File: src/include/ncocs_regs.svh
`ifndef NCOCS_REGS_SVH
`define NCOCS_REGS_SVH
// ----------------------------------------
// register offsets (byte addresses)
// ----------------------------------------
`define NCOCS_PRE_DIV_OFS     8'h20
`define NCOCS_PRE_PAT_OFS     8'h24
`define NCOCS_FB_DIV_OFS      8'h28
`define NCOCS_FB_PAT_OFS      8'h2C
`define NCOCS_CTRL_OFS        8'h30
`define NCOCS_SWITCH_OFS      8'h34
`define NCOCS_STATUS_OFS      8'h38
// ----------------------------------------
// field positions
// ----------------------------------------
`define NCOCS_DIV_LEN_LSB     8
`define NCOCS_CTRL_FORCE_BIT  0
`define NCOCS_ST_BOOST_BIT    0
`define NCOCS_ST_PLLSEL_BIT   1
`define NCOCS_ST_ARMED_BIT    2
`define NCOCS_ST_LOCK_BIT     3
// ----------------------------------------
// reset values and counts
// ----------------------------------------
`define NCOCS_PRE_DIV_RST     5'h08
`define NCOCS_FB_DIV_RST      7'h10
`define NCOCS_XTAL_DIV        9
`define NCOCS_FSYNC_WAIT      2
`endif

File: src/include/ncocs_pkg.sv
package ncocs_pkg;
   typedef struct packed {
      logic [6:0] divisor;
      logic [2:0] len;
      logic [7:0] pattern;
   } ncocs_div_cfg_t;
   typedef struct packed {
      logic        cyc;
      logic        stb;
      logic        we;
      logic [7:0]  adr;
      logic [3:0]  sel;
      logic [31:0] dat;
   } ncocs_wb_req_t;
   typedef enum logic [1:0] {NCOCS_XTAL, NCOCS_WAIT_LOW, NCOCS_PLL} ncocs_mux_t;
endpackage

File: src/hdl/ncocs_frac_div.sv
`timescale 1ns/100ps
module ncocs_frac_div
#(
   parameter int DW = 7
)
(
   input  wire logic                      clk,
   input  wire logic                      rstn,
   input  wire logic                      tick,
   input  wire ncocs_pkg::ncocs_div_cfg_t cfg,
   output logic                           clk_out
);
   import ncocs_pkg::*;
   logic [DW:0] cnt_reg;
   logic [2:0]  idx_reg;
   logic [DW:0] period;
   logic        pbit;
   // ----------------------------------------
   // period select
   // ----------------------------------------
   always_comb
   begin
      pbit   = (cfg.len != 3'h0) && cfg.pattern[idx_reg];
      period = {1'b0, cfg.divisor[DW-1:0]} + {{DW{1'b0}}, pbit};
   end
   // integer ratio: same period every time, so no jitter
   always_ff @(posedge clk)
   begin
      if (!rstn)
      begin
         cnt_reg <= '0;
         idx_reg <= 3'h0;
         clk_out <= 1'b0;
      end
      else if (tick && cnt_reg + 1'b1 >= period)
      begin
         cnt_reg <= '0;
         idx_reg <= (idx_reg == 3'h0) ? cfg.len : idx_reg - 3'h1;
         clk_out <= 1'b1;
      end
      else if (tick)
      begin
         cnt_reg <= cnt_reg + 1'b1;
         if (cnt_reg + 1'b1 >= (period >> 1))
            clk_out <= 1'b0;
      end
   end
endmodule

File: src/hdl/ncocs_top.sv
`timescale 1ns/100ps
`include "ncocs_regs.svh"
// How it works
// crystal clock through prescaler gives pll reference
// prescaler: 5-bit divisor, 3-bit length, pattern
// pattern bit 0 divides N, 1 divides N+1
// pattern spans length+1; zero length plain divide
// integer ratio gives jitter-free straight divide
// fractional ratio exact only on average
// host keeps reference within 2 to 4 MHz
// feedback: 7-bit divisor, 3-bit length, pattern
// feedback divider uses same scheme on vco
// vco runs at 2x2304 sample rate
// boost charge pump until lock or force
// pll settles within one frame-sync period
// host writes rate registers ascending, last one last
// switch register write commands pll clock switch
// after reset system clock is crystal/9
// switch not before second frame sync after commit
// switch through deglitch multiplexer
// pattern walked from length bit down to 0
// mux changes only while both clocks low; leaving XTAL checks only the crystal clock low
module ncocs_top
   import ncocs_pkg::*;
(
   input  wire logic        ref_clk,
   input  wire logic        rstn,
   input  wire logic        wb_cyc_i,
   input  wire logic        wb_stb_i,
   input  wire logic        wb_we_i,
   input  wire logic [7:0]  wb_adr_i,
   input  wire logic [3:0]  wb_sel_i,
   input  wire logic [31:0] wb_dat_i,
   output logic      [31:0] wb_dat_o,
   output logic             wb_ack_o,
   input  wire logic        vco_clk_i,
   input  wire logic        pll_lock_indication,
   input  wire logic        frame_sync_i,
   output logic             pll_ref_o,
   output logic             pll_fb_o,
   output logic             cp_boost_o,
   output logic             sys_clk_o,
   output logic             sample_tick_o
);
   import ncocs_pkg::*;
   localparam int SAMPLE_DIV = 2 * 2304;
   ncocs_div_cfg_t pre_cfg_reg;
   ncocs_div_cfg_t fb_cfg_reg;
   ncocs_wb_req_t  req;
   logic           force_reg;
   logic           armed_reg;
   logic           switch_req_reg;
   logic [1:0]     fs_cnt_reg;
   logic [2:0]     vco_sync_reg;
   logic [1:0]     lock_sync_reg;
   logic [2:0]     fs_sync_reg;
   logic [3:0]     xdiv_reg;
   logic           xclk_reg;
   logic           pll_clk;
   logic           pre_clk;
   logic           fb_clk;
   logic [12:0]    samp_cnt_reg;
   ncocs_mux_t     mux_reg;
   logic           wr;
   logic           vco_rise;
   logic           fs_rise;

   assign req      = '{wb_cyc_i, wb_stb_i, wb_we_i, wb_adr_i, wb_sel_i, wb_dat_i};
   assign wr       = req.cyc && req.stb && req.we && !wb_ack_o;
   assign vco_rise = vco_sync_reg[1] && !vco_sync_reg[2];
   assign fs_rise  = fs_sync_reg[1] && !fs_sync_reg[2];
   assign pll_clk  = vco_sync_reg[1];
   // ----------------------------------------
   // input synchronisers
   // ----------------------------------------
   always_ff @(posedge ref_clk)
   begin
      if (!rstn)
      begin
         vco_sync_reg  <= 3'h0;
         lock_sync_reg <= 2'h0;
         fs_sync_reg   <= 3'h0;
      end
      else
      begin
         vco_sync_reg  <= {vco_sync_reg[1:0], vco_clk_i};
         lock_sync_reg <= {lock_sync_reg[0], pll_lock_indication};
         fs_sync_reg   <= {fs_sync_reg[1:0], frame_sync_i};
      end
   end
   // ----------------------------------------
   // wishbone slave
   // ----------------------------------------
   always_ff @(posedge ref_clk)
   begin
      if (!rstn)
         wb_ack_o <= 1'b0;
      else
         wb_ack_o <= req.cyc && req.stb && !wb_ack_o;
   end

   always_ff @(posedge ref_clk)
   begin
      if (!rstn)
      begin
         pre_cfg_reg <= '{7'(`NCOCS_PRE_DIV_RST), 3'h0, 8'h00};
         fb_cfg_reg  <= '{`NCOCS_FB_DIV_RST, 3'h0, 8'h00};
         force_reg   <= 1'b0;
      end
      else if (wr)
      begin
         case (req.adr)
            `NCOCS_PRE_DIV_OFS:
            begin
               if (req.sel[0])
                  pre_cfg_reg.divisor <= {2'h0, req.dat[4:0]};
               if (req.sel[1])
                  pre_cfg_reg.len <= req.dat[`NCOCS_DIV_LEN_LSB +: 3];
            end
            `NCOCS_PRE_PAT_OFS:
               if (req.sel[0])
                  pre_cfg_reg.pattern <= req.dat[7:0];
            `NCOCS_FB_DIV_OFS:
            begin
               if (req.sel[0])
                  fb_cfg_reg.divisor <= req.dat[6:0];
               if (req.sel[1])
                  fb_cfg_reg.len <= req.dat[`NCOCS_DIV_LEN_LSB +: 3];
            end
            `NCOCS_FB_PAT_OFS:
               if (req.sel[0])
                  fb_cfg_reg.pattern <= req.dat[7:0];
            `NCOCS_CTRL_OFS:
               if (req.sel[0])
                  force_reg <= req.dat[`NCOCS_CTRL_FORCE_BIT];
            default:
               force_reg <= force_reg;
         endcase
      end
   end

   always_ff @(posedge ref_clk)
   begin
      if (!rstn)
         wb_dat_o <= 32'h0000_0000;
      else if (req.cyc && req.stb && !req.we && !wb_ack_o)
      begin
         case (req.adr)
            `NCOCS_PRE_DIV_OFS: wb_dat_o <= {21'h0, pre_cfg_reg.len, 3'h0, pre_cfg_reg.divisor[4:0]};
            `NCOCS_PRE_PAT_OFS: wb_dat_o <= {24'h0, pre_cfg_reg.pattern};
            `NCOCS_FB_DIV_OFS:  wb_dat_o <= {21'h0, fb_cfg_reg.len, 1'b0, fb_cfg_reg.divisor};
            `NCOCS_FB_PAT_OFS:  wb_dat_o <= {24'h0, fb_cfg_reg.pattern};
            `NCOCS_CTRL_OFS:    wb_dat_o <= {31'h0, force_reg};
            `NCOCS_STATUS_OFS:  wb_dat_o <= {28'h0, lock_sync_reg[1], armed_reg,
                                             (mux_reg == NCOCS_PLL), cp_boost_o};
            default:            wb_dat_o <= 32'h0000_0000;
         endcase
      end
   end
   // ----------------------------------------
   // dividers
   // ----------------------------------------
   ncocs_frac_div #(.DW(7)) u_pre
   (
      .clk     (ref_clk),
      .rstn    (rstn),
      .tick    (1'b1),
      .cfg     (pre_cfg_reg),
      .clk_out (pre_clk)
   );

   // feedback counts vco edges seen in the system domain; vco must be below ref_clk/2
   logic fb_tick_reg;
   always_ff @(posedge ref_clk)
   begin
      if (!rstn)
         fb_tick_reg <= 1'b0;
      else
         fb_tick_reg <= vco_rise;
   end

   ncocs_frac_div #(.DW(7)) u_fb
   (
      .clk     (ref_clk),
      .rstn    (rstn),
      .tick    (fb_tick_reg),
      .cfg     (fb_cfg_reg),
      .clk_out (fb_clk)
   );

   always_ff @(posedge ref_clk)
   begin
      if (!rstn)
      begin
         pll_ref_o <= 1'b0;
         pll_fb_o  <= 1'b0;
      end
      else
      begin
         pll_ref_o <= pre_clk;
         pll_fb_o  <= fb_clk;
      end
   end
   // ----------------------------------------
   // sample tick from vco
   // ----------------------------------------
   always_ff @(posedge ref_clk)
   begin
      if (!rstn)
      begin
         samp_cnt_reg  <= 13'h0000;
         sample_tick_o <= 1'b0;
      end
      else
      begin
         sample_tick_o <= 1'b0;
         if (vco_rise)
         begin
            if (samp_cnt_reg == 13'(SAMPLE_DIV - 1))
            begin
               samp_cnt_reg  <= 13'h0000;
               sample_tick_o <= 1'b1;
            end
            else
               samp_cnt_reg <= samp_cnt_reg + 13'h0001;
         end
      end
   end
   // ----------------------------------------
   // charge pump boost
   // ----------------------------------------
   always_ff @(posedge ref_clk)
   begin
      if (!rstn)
         cp_boost_o <= 1'b1;
      else if (wr && req.adr == `NCOCS_FB_PAT_OFS)
         cp_boost_o <= 1'b1;
      else if (lock_sync_reg[1] || force_reg)
         cp_boost_o <= 1'b0;
   end

   a_boost_drops: assert property (@(posedge ref_clk) disable iff (!rstn)
      (force_reg && !wr) |=> !cp_boost_o)
      else $error("boost still high with force set");
   // ----------------------------------------
   // switch arming: two frame syncs after commit
   // ----------------------------------------
   always_ff @(posedge ref_clk)
   begin
      if (!rstn)
      begin
         fs_cnt_reg <= 2'h0;
         armed_reg  <= 1'b0;
      end
      else if (wr && req.adr == `NCOCS_FB_PAT_OFS)
      begin
         fs_cnt_reg <= 2'h0;
         armed_reg  <= 1'b0;
      end
      else if (fs_rise && !armed_reg)
      begin
         fs_cnt_reg <= fs_cnt_reg + 2'h1;
         if (fs_cnt_reg + 2'h1 >= 2'(`NCOCS_FSYNC_WAIT))
            armed_reg <= 1'b1;
      end
   end

   always_ff @(posedge ref_clk)
   begin
      if (!rstn)
         switch_req_reg <= 1'b0;
      else if (wr && req.adr == `NCOCS_SWITCH_OFS)
         switch_req_reg <= 1'b1;
   end
   // ----------------------------------------
   // crystal / 9 default clock
   // ----------------------------------------
   always_ff @(posedge ref_clk)
   begin
      if (!rstn)
      begin
         xdiv_reg <= 4'h0;
         xclk_reg <= 1'b0;
      end
      else if (xdiv_reg == 4'(`NCOCS_XTAL_DIV - 1))
      begin
         xdiv_reg <= 4'h0;
         xclk_reg <= 1'b1;
      end
      else
      begin
         xdiv_reg <= xdiv_reg + 4'h1;
         if (xdiv_reg == 4'(`NCOCS_XTAL_DIV / 2 - 1))
            xclk_reg <= 1'b0;
      end
   end
   // ----------------------------------------
   // deglitch mux
   // ----------------------------------------
   always_ff @(posedge ref_clk)
   begin
      if (!rstn)
         mux_reg <= NCOCS_XTAL;
      else
      begin
         unique case (mux_reg)
            NCOCS_XTAL:
               if (switch_req_reg && armed_reg && !xclk_reg)
                  mux_reg <= NCOCS_WAIT_LOW;
            NCOCS_WAIT_LOW:
               if (!xclk_reg && !pll_clk)
                  mux_reg <= NCOCS_PLL;
            NCOCS_PLL:
               mux_reg <= NCOCS_PLL;
            default:
               mux_reg <= NCOCS_XTAL;
         endcase
      end
   end

   always_ff @(posedge ref_clk)
   begin
      if (!rstn)
         sys_clk_o <= 1'b0;
      else
      begin
         unique case (mux_reg)
            NCOCS_XTAL:     sys_clk_o <= xclk_reg;
            NCOCS_WAIT_LOW: sys_clk_o <= 1'b0;
            NCOCS_PLL:      sys_clk_o <= pll_clk;
            default:        sys_clk_o <= 1'b0;
         endcase
      end
   end

   a_no_early_sw: assert property (@(posedge ref_clk) disable iff (!rstn)
      (mux_reg == NCOCS_XTAL && !armed_reg) |=> mux_reg != NCOCS_WAIT_LOW)
      else $error("switch started before arming");
   a_low_in_gap: assert property (@(posedge ref_clk) disable iff (!rstn)
      (mux_reg == NCOCS_WAIT_LOW) |=> !sys_clk_o)
      else $error("system clock not low during switch");
   a_xtal_period: assert property (@(posedge ref_clk) disable iff (!rstn)
      $rose(xclk_reg) |-> ##9 $rose(xclk_reg))
      else $error("default clock period not nine");
   a_wb_ack_once: assert property (@(posedge ref_clk) disable iff (!rstn)
      wb_ack_o |=> !wb_ack_o)
      else $error("ack held two cycles");
   a_sample_pulse: assert property (@(posedge ref_clk) disable iff (!rstn)
      sample_tick_o |=> !sample_tick_o)
      else $error("sample tick too long");
   a_sw_cmd: assert property (@(posedge ref_clk) disable iff (!rstn)
      (wr && req.adr == `NCOCS_SWITCH_OFS) |=> switch_req_reg)
      else $error("switch command lost");
   a_arm_clear: assert property (@(posedge ref_clk) disable iff (!rstn)
      (wr && req.adr == `NCOCS_FB_PAT_OFS) |=> !armed_reg && cp_boost_o)
      else $error("commit did not rearm");
endmodule

File: config.mk
export PLATFORM = sky130hd
export DESIGN_NAME = ncocs_top
export DESIGN_NICKNAME = d
export VERILOG_FILES = /design/src/include/ncocs_pkg.sv /design/src/hdl/ncocs_frac_div.sv /design/src/hdl/ncocs_top.sv
export VERILOG_INCLUDE_DIRS = /design/src /design/src/include
export SDC_FILE = /design/constraint.sdc
export NUM_CORES = 1
export LEC_CHECK = 0
export ABC_AREA = 1
export ABC_CLOCK_PERIOD_IN_PS = 3350
export BUFFER_PORTS_ARGS = -buffer_cell sky130_fd_sc_hd__buf_4
export CORE_UTILIZATION = 50
export DETAILED_ROUTE_END_ITERATION = 8
export PLACE_DENSITY_LB_ADDON = 0.3
export SLEW_MARGIN = 20
export SYNTH_ARGS = -nofsm -noshare
export SYNTH_HDL_FRONTEND = slang
export SYNTH_SLANG_ARGS = --single-unit
File: constraint.sdc
create_clock -name ref_clk -period 3.35 [get_ports ref_clk]
set_clock_uncertainty 0.1 [all_clocks]
set_input_delay 0.335 -clock ref_clk [delete_from_list [all_inputs] [get_ports ref_clk]]
set_output_delay 0.335 -clock ref_clk [all_outputs]
set_load 0.02 [all_outputs]
==> qor.yml, run 1 <==
clockBufferDepth: 2
cts_hold_buf: 0
critPathBufInv: 2
hpwl_um: 9890
numCtsBuffers: 9
drt-pass1-iter-count: 5
maxSlewViolCount: 0
worst_ep_required_time_ns: 3.52
hold_viol_final: 0
timing.hold.ws_ns: 0.0717
grt_util_met1_pct: 28.0
ir_worst_vdd_mv: 0.275
yosysWarnings: 0
cp_slowest_cell: "dfxtp_1"
core_region_area_um2: 11000
num-nets-final: 922
grt_pass1_wl_um: 21500
viasPerCell: 5.18
fin_crit_sh_pct: 91.5
endpoint_kind: "flip-flop"
drc: 0
drt_iter0_drc: 402
status: "finished, final reports clean"
drive_above_1_share_pct: 11.1
dieHeight_um: 109
syn_area_um2: 5720
crit_family: "compound AO/OA/AOI/OAI gates"
final_cell_mix: "149 x nand2_1, 110 x inv_1, 109 x dfxtp_1, 89 x nor2_1, 68 x o21ai_0"
largest_reg_flops: 18
grt_remaining_overflow: 0
max-cap-violations: 0
finalSetupViolations: 0
synth_seq_cells: 109
top_usage_layer: "met2"
synth_flop_cell: "dfxtp_1"
crit_fanout: 9
crit_chain: "inv_2 > nand2_1 > o21ai_0 > o22ai_1 > o32ai_1 > a31oi_1 > ha_1 > ha_1 > nand3_1 > xor2_2 > ha_1 > a21boi_1 > o21ai_0 > nand2_1 > inv_2 > nand2_2 > o21ai_1"
rows: 38
critPathArrivalTime_ns: 3.23
routedWlPerCell_um: 13.2
portBuffers: 45
cts.sinks: 109
leakagePower_uw: 0.00293
worst_pin_slew_ns: 0.584
avgSynthCellArea_um2: 7.28
die-area_um2: 11900
ant_nets: 0
seqCellArea_um2: 2180
ys_seq_area_share_pct: 38.2
fmax_mhz: 326
rsz0062_at_grt: "false"
setup_tns_ns: 0
synth_edf_count: 0
crit_type: "reg -> reg"
final_common_cell: "nand2_1"
async_reset_ff_share_pct: 0
postLayoutSetupSlackWorst_ns: 0.286
die_w_um: 109
cts-root-buf: "clkbuf_16"
gp_congestion: 0.920
gr-usage-met3_pct: 3.35
fillCellCount: 972
initial_core_util_pct: 52.1
io_pins: 90
pre_cts_ws_ns: 0.121
synth_cell_types: 47
cpMostUsedCell: "ha_1"
vias: 5064
clk_pin_slew_ns: 0.07
grt_max_degree: 61
slew_headroom_pct: 61.1
postSynthCellCount: 785
htree_levels: 3
utilization_pct: 59.1
drt-total-wl_um: 12900
min_period_ns: 3.06
multi_input_area_um2: 2990
crit_path_max_incr_delay_ns: 0.37
antenna_found_initial: 0
diodes: 0
met2_usage_pct: 40.5
grt_pass1_vias: 4792
area_growth_pct: 13.6
cts_tree: "yes"
hold_class: "in -> reg"
grt_usage_pct: 23.2
cellPowerDensity_nw_per_um2: 448
start_kind: "flip-flop"
clock_latency_ns: 0.34
==> tightest hold or removal path, delay by kind of cell <==
family	cells	cell delay, ns
buf+inv	2	0.11
simple gates	1	0.04
==> synth_stat cells, types with 2 or more instances <==
library cell / count / share of area (%)
o32ai_1: 2 / 0.31
xor2_1: 16 / 2.5
o211ai_1: 6 / 0.79
a21oi_1: 56 / 4.9
nor2_4: 2 / 0.39
nand2_4: 3 / 0.59
o221ai_1: 2 / 0.31
inv_1: 111 / 7.3
a31oi_1: 6 / 0.66
buf_4: 21 / 2.8
o21a_1: 2 / 0.26
nor2_1: 89 / 5.8
o21ai_0: 70 / 6.1
nand4_1: 6 / 0.66
o22ai_1: 7 / 0.77
inv_2: 3 / 0.20
xnor2_1: 8 / 1.2
nand2_1: 150 / 9.8
nor3_1: 11 / 0.96
nor3b_1: 2 / 0.26
nand3_1: 24 / 2.1
clkinv_1: 2 / 0.13
ha_1: 37 / 8.1
nor2_2: 5 / 0.55
a21boi_0: 3 / 0.39
clkbuf_1: 8 / 0.53
buf_2: 3 / 0.26
dfxtp_1: 109 / 38
nand3_2: 3 / 0.53
==> report_power, final <==
part | internal [uW] | switching, uW
combinational | 119 | 201
sequential | 1330 | 30.4
clock | 766 | 459
total | 2220 | 691
==> timing repair <==
| action | in CTS | in global routing |
|---|---|---|
| buffers inserted | 0 | 2 |
| gates resized for setup | 0 | 8 |
| endpoints found under the setup margin | 0 | 9 |
==> routing by layer <==
metal  vias up  part of all wire (%)  wire length, um
li1       2585                     -                -
met1      2298                    43             5570
met2       153                    49             6330
met3        28                   5.4              693
met4         0                   2.6              339
met5         -                     0                0
==> stage by stage <==
step           instance area [um^2]  std cells  total power [uW]
2_1_floorplan                  5800        807              1630
3_3_place_gp                   6120        960              1690
3_5_place_dp                   6120        960              1710
4_1_cts                        6460        975              2920
5_1_grt                        6490        977              3040
6_report                       6490        977              2910
==> layout make-up <==
| cell class | instances | area share [%] |
|---|---|---|
| Clock buffer | 11 | 3.89 |
| Inverter | 116 | 6.70 |
| Tap cell | 140 | 2.70 |
| Timing Repair Buffer | 49 | 5.66 |
| Sequential cell | 109 | 33.6 |
| Multi-Input combinational cell | 548 | 46.0 |
| Clock inverter | 4 | 1.46 |
==> final timing paths <==
| path | cells past startpoint | slack, ns | start | to |
|---|---|---|---|---|
| worst max-delay path | 17 | 0.29 | u_pre.idx_reg[0] | u_pre.idx_reg[0] |
| worst max register to register | 17 | 0.29 | u_pre.idx_reg[0] | u_pre.idx_reg[0] |
| worst min register to register | 2 | 0.31 | lock_sync_reg[0] | lock_sync_reg[1] |
| worst min-delay path | 3 | 0.07 | frame_sync_i | fs_sync_reg[0] |
==> kinds of logic (layout without fill, tap and decap cells) <==
family	count (synthesis)	after routing	synth area share [%]
XOR/XNOR	25	25	3.96
buffers and inverters	150	180	11.3
AND/OR/NAND/NOR	304	304	23.2
AO/OA/AOI/OAI	159	159	15.2
adder cells (fa/ha/maj)	37	37	8.10
other	1	23	0.0656
flip-flops	109	109	38.2
Note: power is estimated with default switching activity, not from simulation.
==> run 2: changes to the inputs <==
--- a/config.mk
+++ b/config.mk
@@ -15,4 +15,5 @@
 export SLEW_MARGIN = 20
 export SYNTH_ARGS = -nofsm -noshare
 export SYNTH_HDL_FRONTEND = slang
+export SYNTH_HIERARCHICAL = 1
 export SYNTH_SLANG_ARGS = --single-unit
==> constraint.sdc (replaced) <==
create_clock -name ref_clk -period 3.35 [get_ports ref_clk]
set_clock_uncertainty 0.1 [all_clocks]
set_input_delay 0.1675 -clock ref_clk [delete_from_list [all_inputs] [get_ports ref_clk]]
set_output_delay 0.1675 -clock ref_clk [all_outputs]
set_load 0.02 [all_outputs]
==> qor.yml, run 2 <==
status: "finished, final reports clean"
drc: 0
die-area_um2: 12900
vias: 5397
r2r_cells: 18
grt_usage_pct: 21.7
drt-total-wl_um: 13100
r2r_slack_ns: 0.22
hold_viol_final: 0
synth_cell_types: 42
portBuffers: 45
cp-startpoint: "u_fb/idx_reg[0]"
cts.sinks: 109
avgSynthCellArea_um2: 7.11
synth.largest_area_cell: "dfxtp_1"
yosysWarnings: 6
num-nets-final: 1023
endpoint_kind: "flip-flop"
fin_crit_sh_pct: 93.4
rsz0062_at_grt: "true"
cts-root-buf: "clkbuf_16"
setup_tns_ns: 0
synth_flop_cell: "dfxtp_1"
pre_cts_ws_ns: 0.245
grt_pass1_wl_um: 22400
critPathArrivalTime_ns: 3.31
final_common_cell: "nand2_1"
min_period_ns: 3.13
start_kind: "flip-flop"
area_growth_pct: 13.6
leakagePower_uw: 0.00333
final_cell_area_um2: 7070
antenna_found_initial: 0
worst_ep_required_time_ns: 3.53
rr_endpoint: "u_fb/clk_out"
drt-pass1-iter-count: 5
synth_top_area_share_pct: 35.1
routedWlPerCell_um: 11.8
synthTopCellsByCount: "189 x nand2_1, 117 x nor2_1, 109 x dfxtp_1"
synthTopCellsByArea: "dfxtp_1 35%, nand2_1 11%, ha_1 7.4%, nor2_1 7.1%, inv_1 6.2%"
hpwl_um: 9550
slew_headroom_pct: 32.7
clk_pin_slew_ns: 0.07
async_reset_ff_share_pct: 0
die_w_um: 114
cellPowerDensity_nw_per_um2: 394
ir_worst_vdd_mv: 0.353
multi_input_area_um2: 3470
utilization_pct: 58.6
timing.hold.ws_ns: 0.0239
drt_iter0_drc: 353
cts_tree: "yes"
rows: 40
synth_edf_count: 0
maxSlewViolCount: 0
gp_congestion: 0.811
syn_area_um2: 6220
drive_above_1_share_pct: 12.4
ys_seq_area_share_pct: 35.1
htree_levels: 3
postLayoutSetupSlackWorst_ns: 0.220
grt_remaining_overflow: 0
fillCellCount: 1129
dieHeight_um: 114
grt_max_degree: 55
diodes: 0
final_cell_mix: "189 x nand2_1, 116 x nor2_1, 108 x dfxtp_1, 101 x inv_1, 56 x a21oi_1"
clockBufferDepth: 2
worstSetupEndpoint: "u_fb/clk_out"
io_pins: 90
ant_nets: 0
synth_seq_cells: 109
seqCellArea_um2: 2180
largest_reg_flops: 18
grt_pass1_vias: 4911
finalSetupViolations: 0
max-cap-violations: 0
crit_type: "reg -> reg"
yosys.cell_count.top_type: "nand2_1"
hold_class: "in -> reg"
regToRegStartpoint: "u_fb/idx_reg[0]"
fmax_mhz: 319
place_area_um2: 6640
numCtsBuffers: 9
crit_fanout: 7
core_region_area_um2: 12100
initial_core_util_pct: 51.6
viasPerCell: 4.88
clock_latency_ns: 0.35
postSynthCellCount: 875
worst_pin_slew_ns: 1.00
run 2: cell count changes after synthesis, moves of 7 or more:
cell | previous run | this run
inv_1 | 111 | 103
nand2_1 | 150 | 189
o21ai_0 | 70 | 48
nor2_1 | 89 | 117
nand2_4 | 3 | 10
o21ai_1 | 1 | 10
nand3_1 | 24 | 52
run 2: cells by family after synthesis:
family          count (synthesis)  share of synthesized area [%]
compound gates                140                           12.3
simple gates                  409                           30.3
buf+inv                       149                           10.7
mux                             2                          0.322
flops                         109                           35.1
fa+ha+maj                      37                           7.44
xor+xnor                       27                           3.80
other cells                     2                          0.121
run 2: worst min-delay path by stage:
stage                             from        endpoint  slack [ns]  depth (start not counted)
final                      wb_dat_i[8]  pre_cfg_reg[8]        0.02                          3
after global routing       wb_dat_i[8]  pre_cfg_reg[8]        0.04                          3
after CTS                  wb_dat_i[8]   fb_cfg_reg[8]       0.006                          3
after detailed placement  frame_sync_i  fs_sync_reg[0]        0.25                          3
after global placement    frame_sync_i  fs_sync_reg[0]        0.25                          3
after floorplan           frame_sync_i  fs_sync_reg[0]        0.17                          2
run 2: cell type report:
type,instances,share of cell area [%]
flip-flops and latches,109,30.9
clock inverters,4,0.779
well taps,168,2.97
clock buffers,11,3.43
multi-input cells,642,49.1
repair buffers,61,6.94
inverters,111,5.89
run 2: power breakdown:
group          switching, uW  internal (uW)
registers               29.4           1330
clock network            489            602
logic                    211            125
run 2: layer usage:
metal,global-route usage [%],vias up,wire length [um]
li1,-,2872,-
met4,6.58,0,196
met1,28.5,2387,6440
met3,5.05,18,591
met5,0,-,0
met2,35.3,120,5870
run 2: per-stage QoR:
| stage | power (uW) | instances |
|---|---|---|
| finish | 2790 | 1106 |
| global route | 2900 | 1106 |
| CTS | 2810 | 1106 |
| detailed placement | 1710 | 1078 |
| global placement | 1690 | 1078 |
| floorplan | 1630 | 900 |
run 2: critical path, cell delays in order, from the launching register on:
cell and delay [ns]:
dfxtp_1 0.36, inv_2 0.13, nor2_1 0.05, o22ai_1 0.15, o32ai_1 0.09, a31oi_1 0.28
ha_1 0.26, ha_1 0.19, nand3_1 0.10, nor2_1 0.15, xor2_1 0.25, inv_1 0.08
ha_1 0.31, a21o_1 0.16, a21oi_1 0.12, nand2_1 0.07, nand2_1 0.06, nand2_1 0.06
a21boi_1 0.10
run 2: repair_timing:
item / in CTS / in global routing
setup endpoints to repair: 0 / 12
hold buffers: 13 / 0
endpoints found under the hold margin: 23 / 0
gates resized for setup: 0 / 3
setup buffers: 0 / 0
==> run 3: changes to the inputs <==
--- a/config.mk
+++ b/config.mk
@@ -7,7 +7,7 @@
 export NUM_CORES = 1
 export LEC_CHECK = 0
 export ABC_AREA = 1
-export ABC_CLOCK_PERIOD_IN_PS = 3350
+export ABC_CLOCK_PERIOD_IN_PS = 3600
 export BUFFER_PORTS_ARGS = -buffer_cell sky130_fd_sc_hd__buf_4
 export CORE_UTILIZATION = 50
 export DETAILED_ROUTE_END_ITERATION = 8
==> constraint.sdc (replaced) <==
create_clock -name ref_clk -period 3.6 [get_ports ref_clk]
set_clock_uncertainty 0.1 [all_clocks]
set_input_delay 0.18 -clock ref_clk [delete_from_list [all_inputs] [get_ports ref_clk]]
set_output_delay 0.18 -clock ref_clk [all_outputs]
set_load 0.02 [all_outputs]
==> qor.yml, run 3 (synthesized netlist as in run 2, its figures left out) <==
status: "finished, final reports clean"
cts-root-buf: "clkbuf_16"
setup_tns_ns: 0
worst_pin_slew_ns: 1.01
routedWlPerCell_um: 11.7
die_w_um: 114
final_common_cell: "nand2_1"
die-area_um2: 12900
drt_iter0_drc: 345
slew_headroom_pct: 32.5
finalSetupViolations: 0
grt_max_degree: 55
endpoint_kind: "flip-flop"
cts_tree: "yes"
max-cap-violations: 0
cts_setup_buffers: 0
crit_fanout: 7
drt-total-wl_um: 12900
htree_levels: 3
hpwl_um: 9400
final_cell_mix: "189 x nand2_1, 117 x nor2_1, 109 x dfxtp_1, 102 x inv_1, 56 x a21oi_1"
fin_crit_sh_pct: 90.4
fillCellCount: 1104
hold_viol_final: 0
core_region_area_um2: 12100
grt_pass1_wl_um: 22500
portBuffers: 45
area_growth_pct: 13.6
critPathArrivalTime_ns: 3.45
io_pins: 90
multi_input_area_um2: 3480
ir_worst_vdd_mv: 0.344
leakagePower_uw: 0.00333
clockBufferDepth: 2
clock_latency_ns: 0.36
initial_core_util_pct: 51.6
clk_pin_slew_ns: 0.07
largest_reg_flops: 18
antenna_found_initial: 0
drt-pass1-iter-count: 5
cts.sinks: 109
grt_usage_pct: 21.8
total_power_uw: 2640
fmax_mhz: 307
vias: 5432
hold_class: "in -> reg"
numCtsBuffers: 9
drc: 0
dieHeight_um: 114
num-nets-final: 1020
grt_remaining_overflow: 0
gp_congestion: 0.792
place_inst: 1077
cellPowerDensity_nw_per_um2: 373
grt_pass1_vias: 4953
utilization_pct: 58.6
diodes: 0
min_period_ns: 3.26
ant_nets: 0
start_kind: "flip-flop"
worst_ep_required_time_ns: 3.79
crit_type: "reg -> reg"
maxSlewViolCount: 0
viasPerCell: 4.92
rsz0062_at_grt: "false"
instances_no_fill: 1104
seqCellArea_um2: 2180
drive_above_1_share_pct: 12.2
rows: 40
## run 3: stage by stage
step | worst slack [ns] | area [um^2] | hold slack (ns)
floorplan | 0.847 | 6310 | 0.178
global placement | 0.473 | 6630 | 0.263
detailed placement | 0.391 | 6630 | 0.266
CTS | 0.365 | 7050 | 0.000580
global route | 0.0312 | 7060 | 0.00165
finish | 0.345 | 7060 | 0.0112
## run 3: final cells by class
| class | count | share of cell area, % |
|---|---|---|
| Timing Repair Buffer | 58 | 6.55 |
| Tap cell | 168 | 2.98 |
| Sequential cell | 109 | 30.9 |
| Clock inverter | 6 | 1.24 |
| Multi-Input combinational cell | 642 | 49.2 |
| Clock buffer | 10 | 3.24 |
| Inverter | 111 | 5.90 |
## run 3: critical path, cell delays in order, from the launching register on
cell and delay (ns):
dfxtp_1 0.35, inv_1 0.19, o21ai_0 0.11, o22ai_1 0.12, o32ai_1 0.10, a31oi_1 0.25
ha_1 0.27, ha_1 0.27, nand3_1 0.12, nor2_1 0.18, xor2_2 0.19, inv_1 0.06
ha_1 0.30, a21o_1 0.16, a21oi_1 0.13, nand2_1 0.08, nand2_1 0.05, nand2_1 0.05
a21boi_1 0.11
## run 3: routing by layer
layer  global-route usage (%)  vias to the layer above  routed length, um
li1                         -                     2864                  -
met5                        0                        -                  0
met4                     5.18                        0                129
met1                     29.0                     2439               6370
met3                     5.53                        9                582
met2                     35.4                      120               5850
## run 3: repair_timing
item	CTS	global route
gates resized for setup	0	1
hold buffers	10	1
endpoints found under the setup margin	0	1
endpoints found under the hold margin	18	1
## run 3: worst paths after layout
check | to | cells after the start | startpoint | slack (ns)
worst min register to register | fb_tick_reg | 1 | vco_sync_reg[2] | 0.32
worst max register to register | u_fb/clk_out | 18 | u_fb/idx_reg[0] | 0.34
worst min-delay path | fb_cfg_reg[11] | 3 | wb_dat_i[0] | 0.01
worst max-delay path | u_fb/clk_out | 18 | u_fb/idx_reg[0] | 0.34
## run 3: power by group
group	internal (uW)	switching [uW]	total (uW)
clock network	610	459	1070
logic	113	189	302
registers	1240	26.4	1260
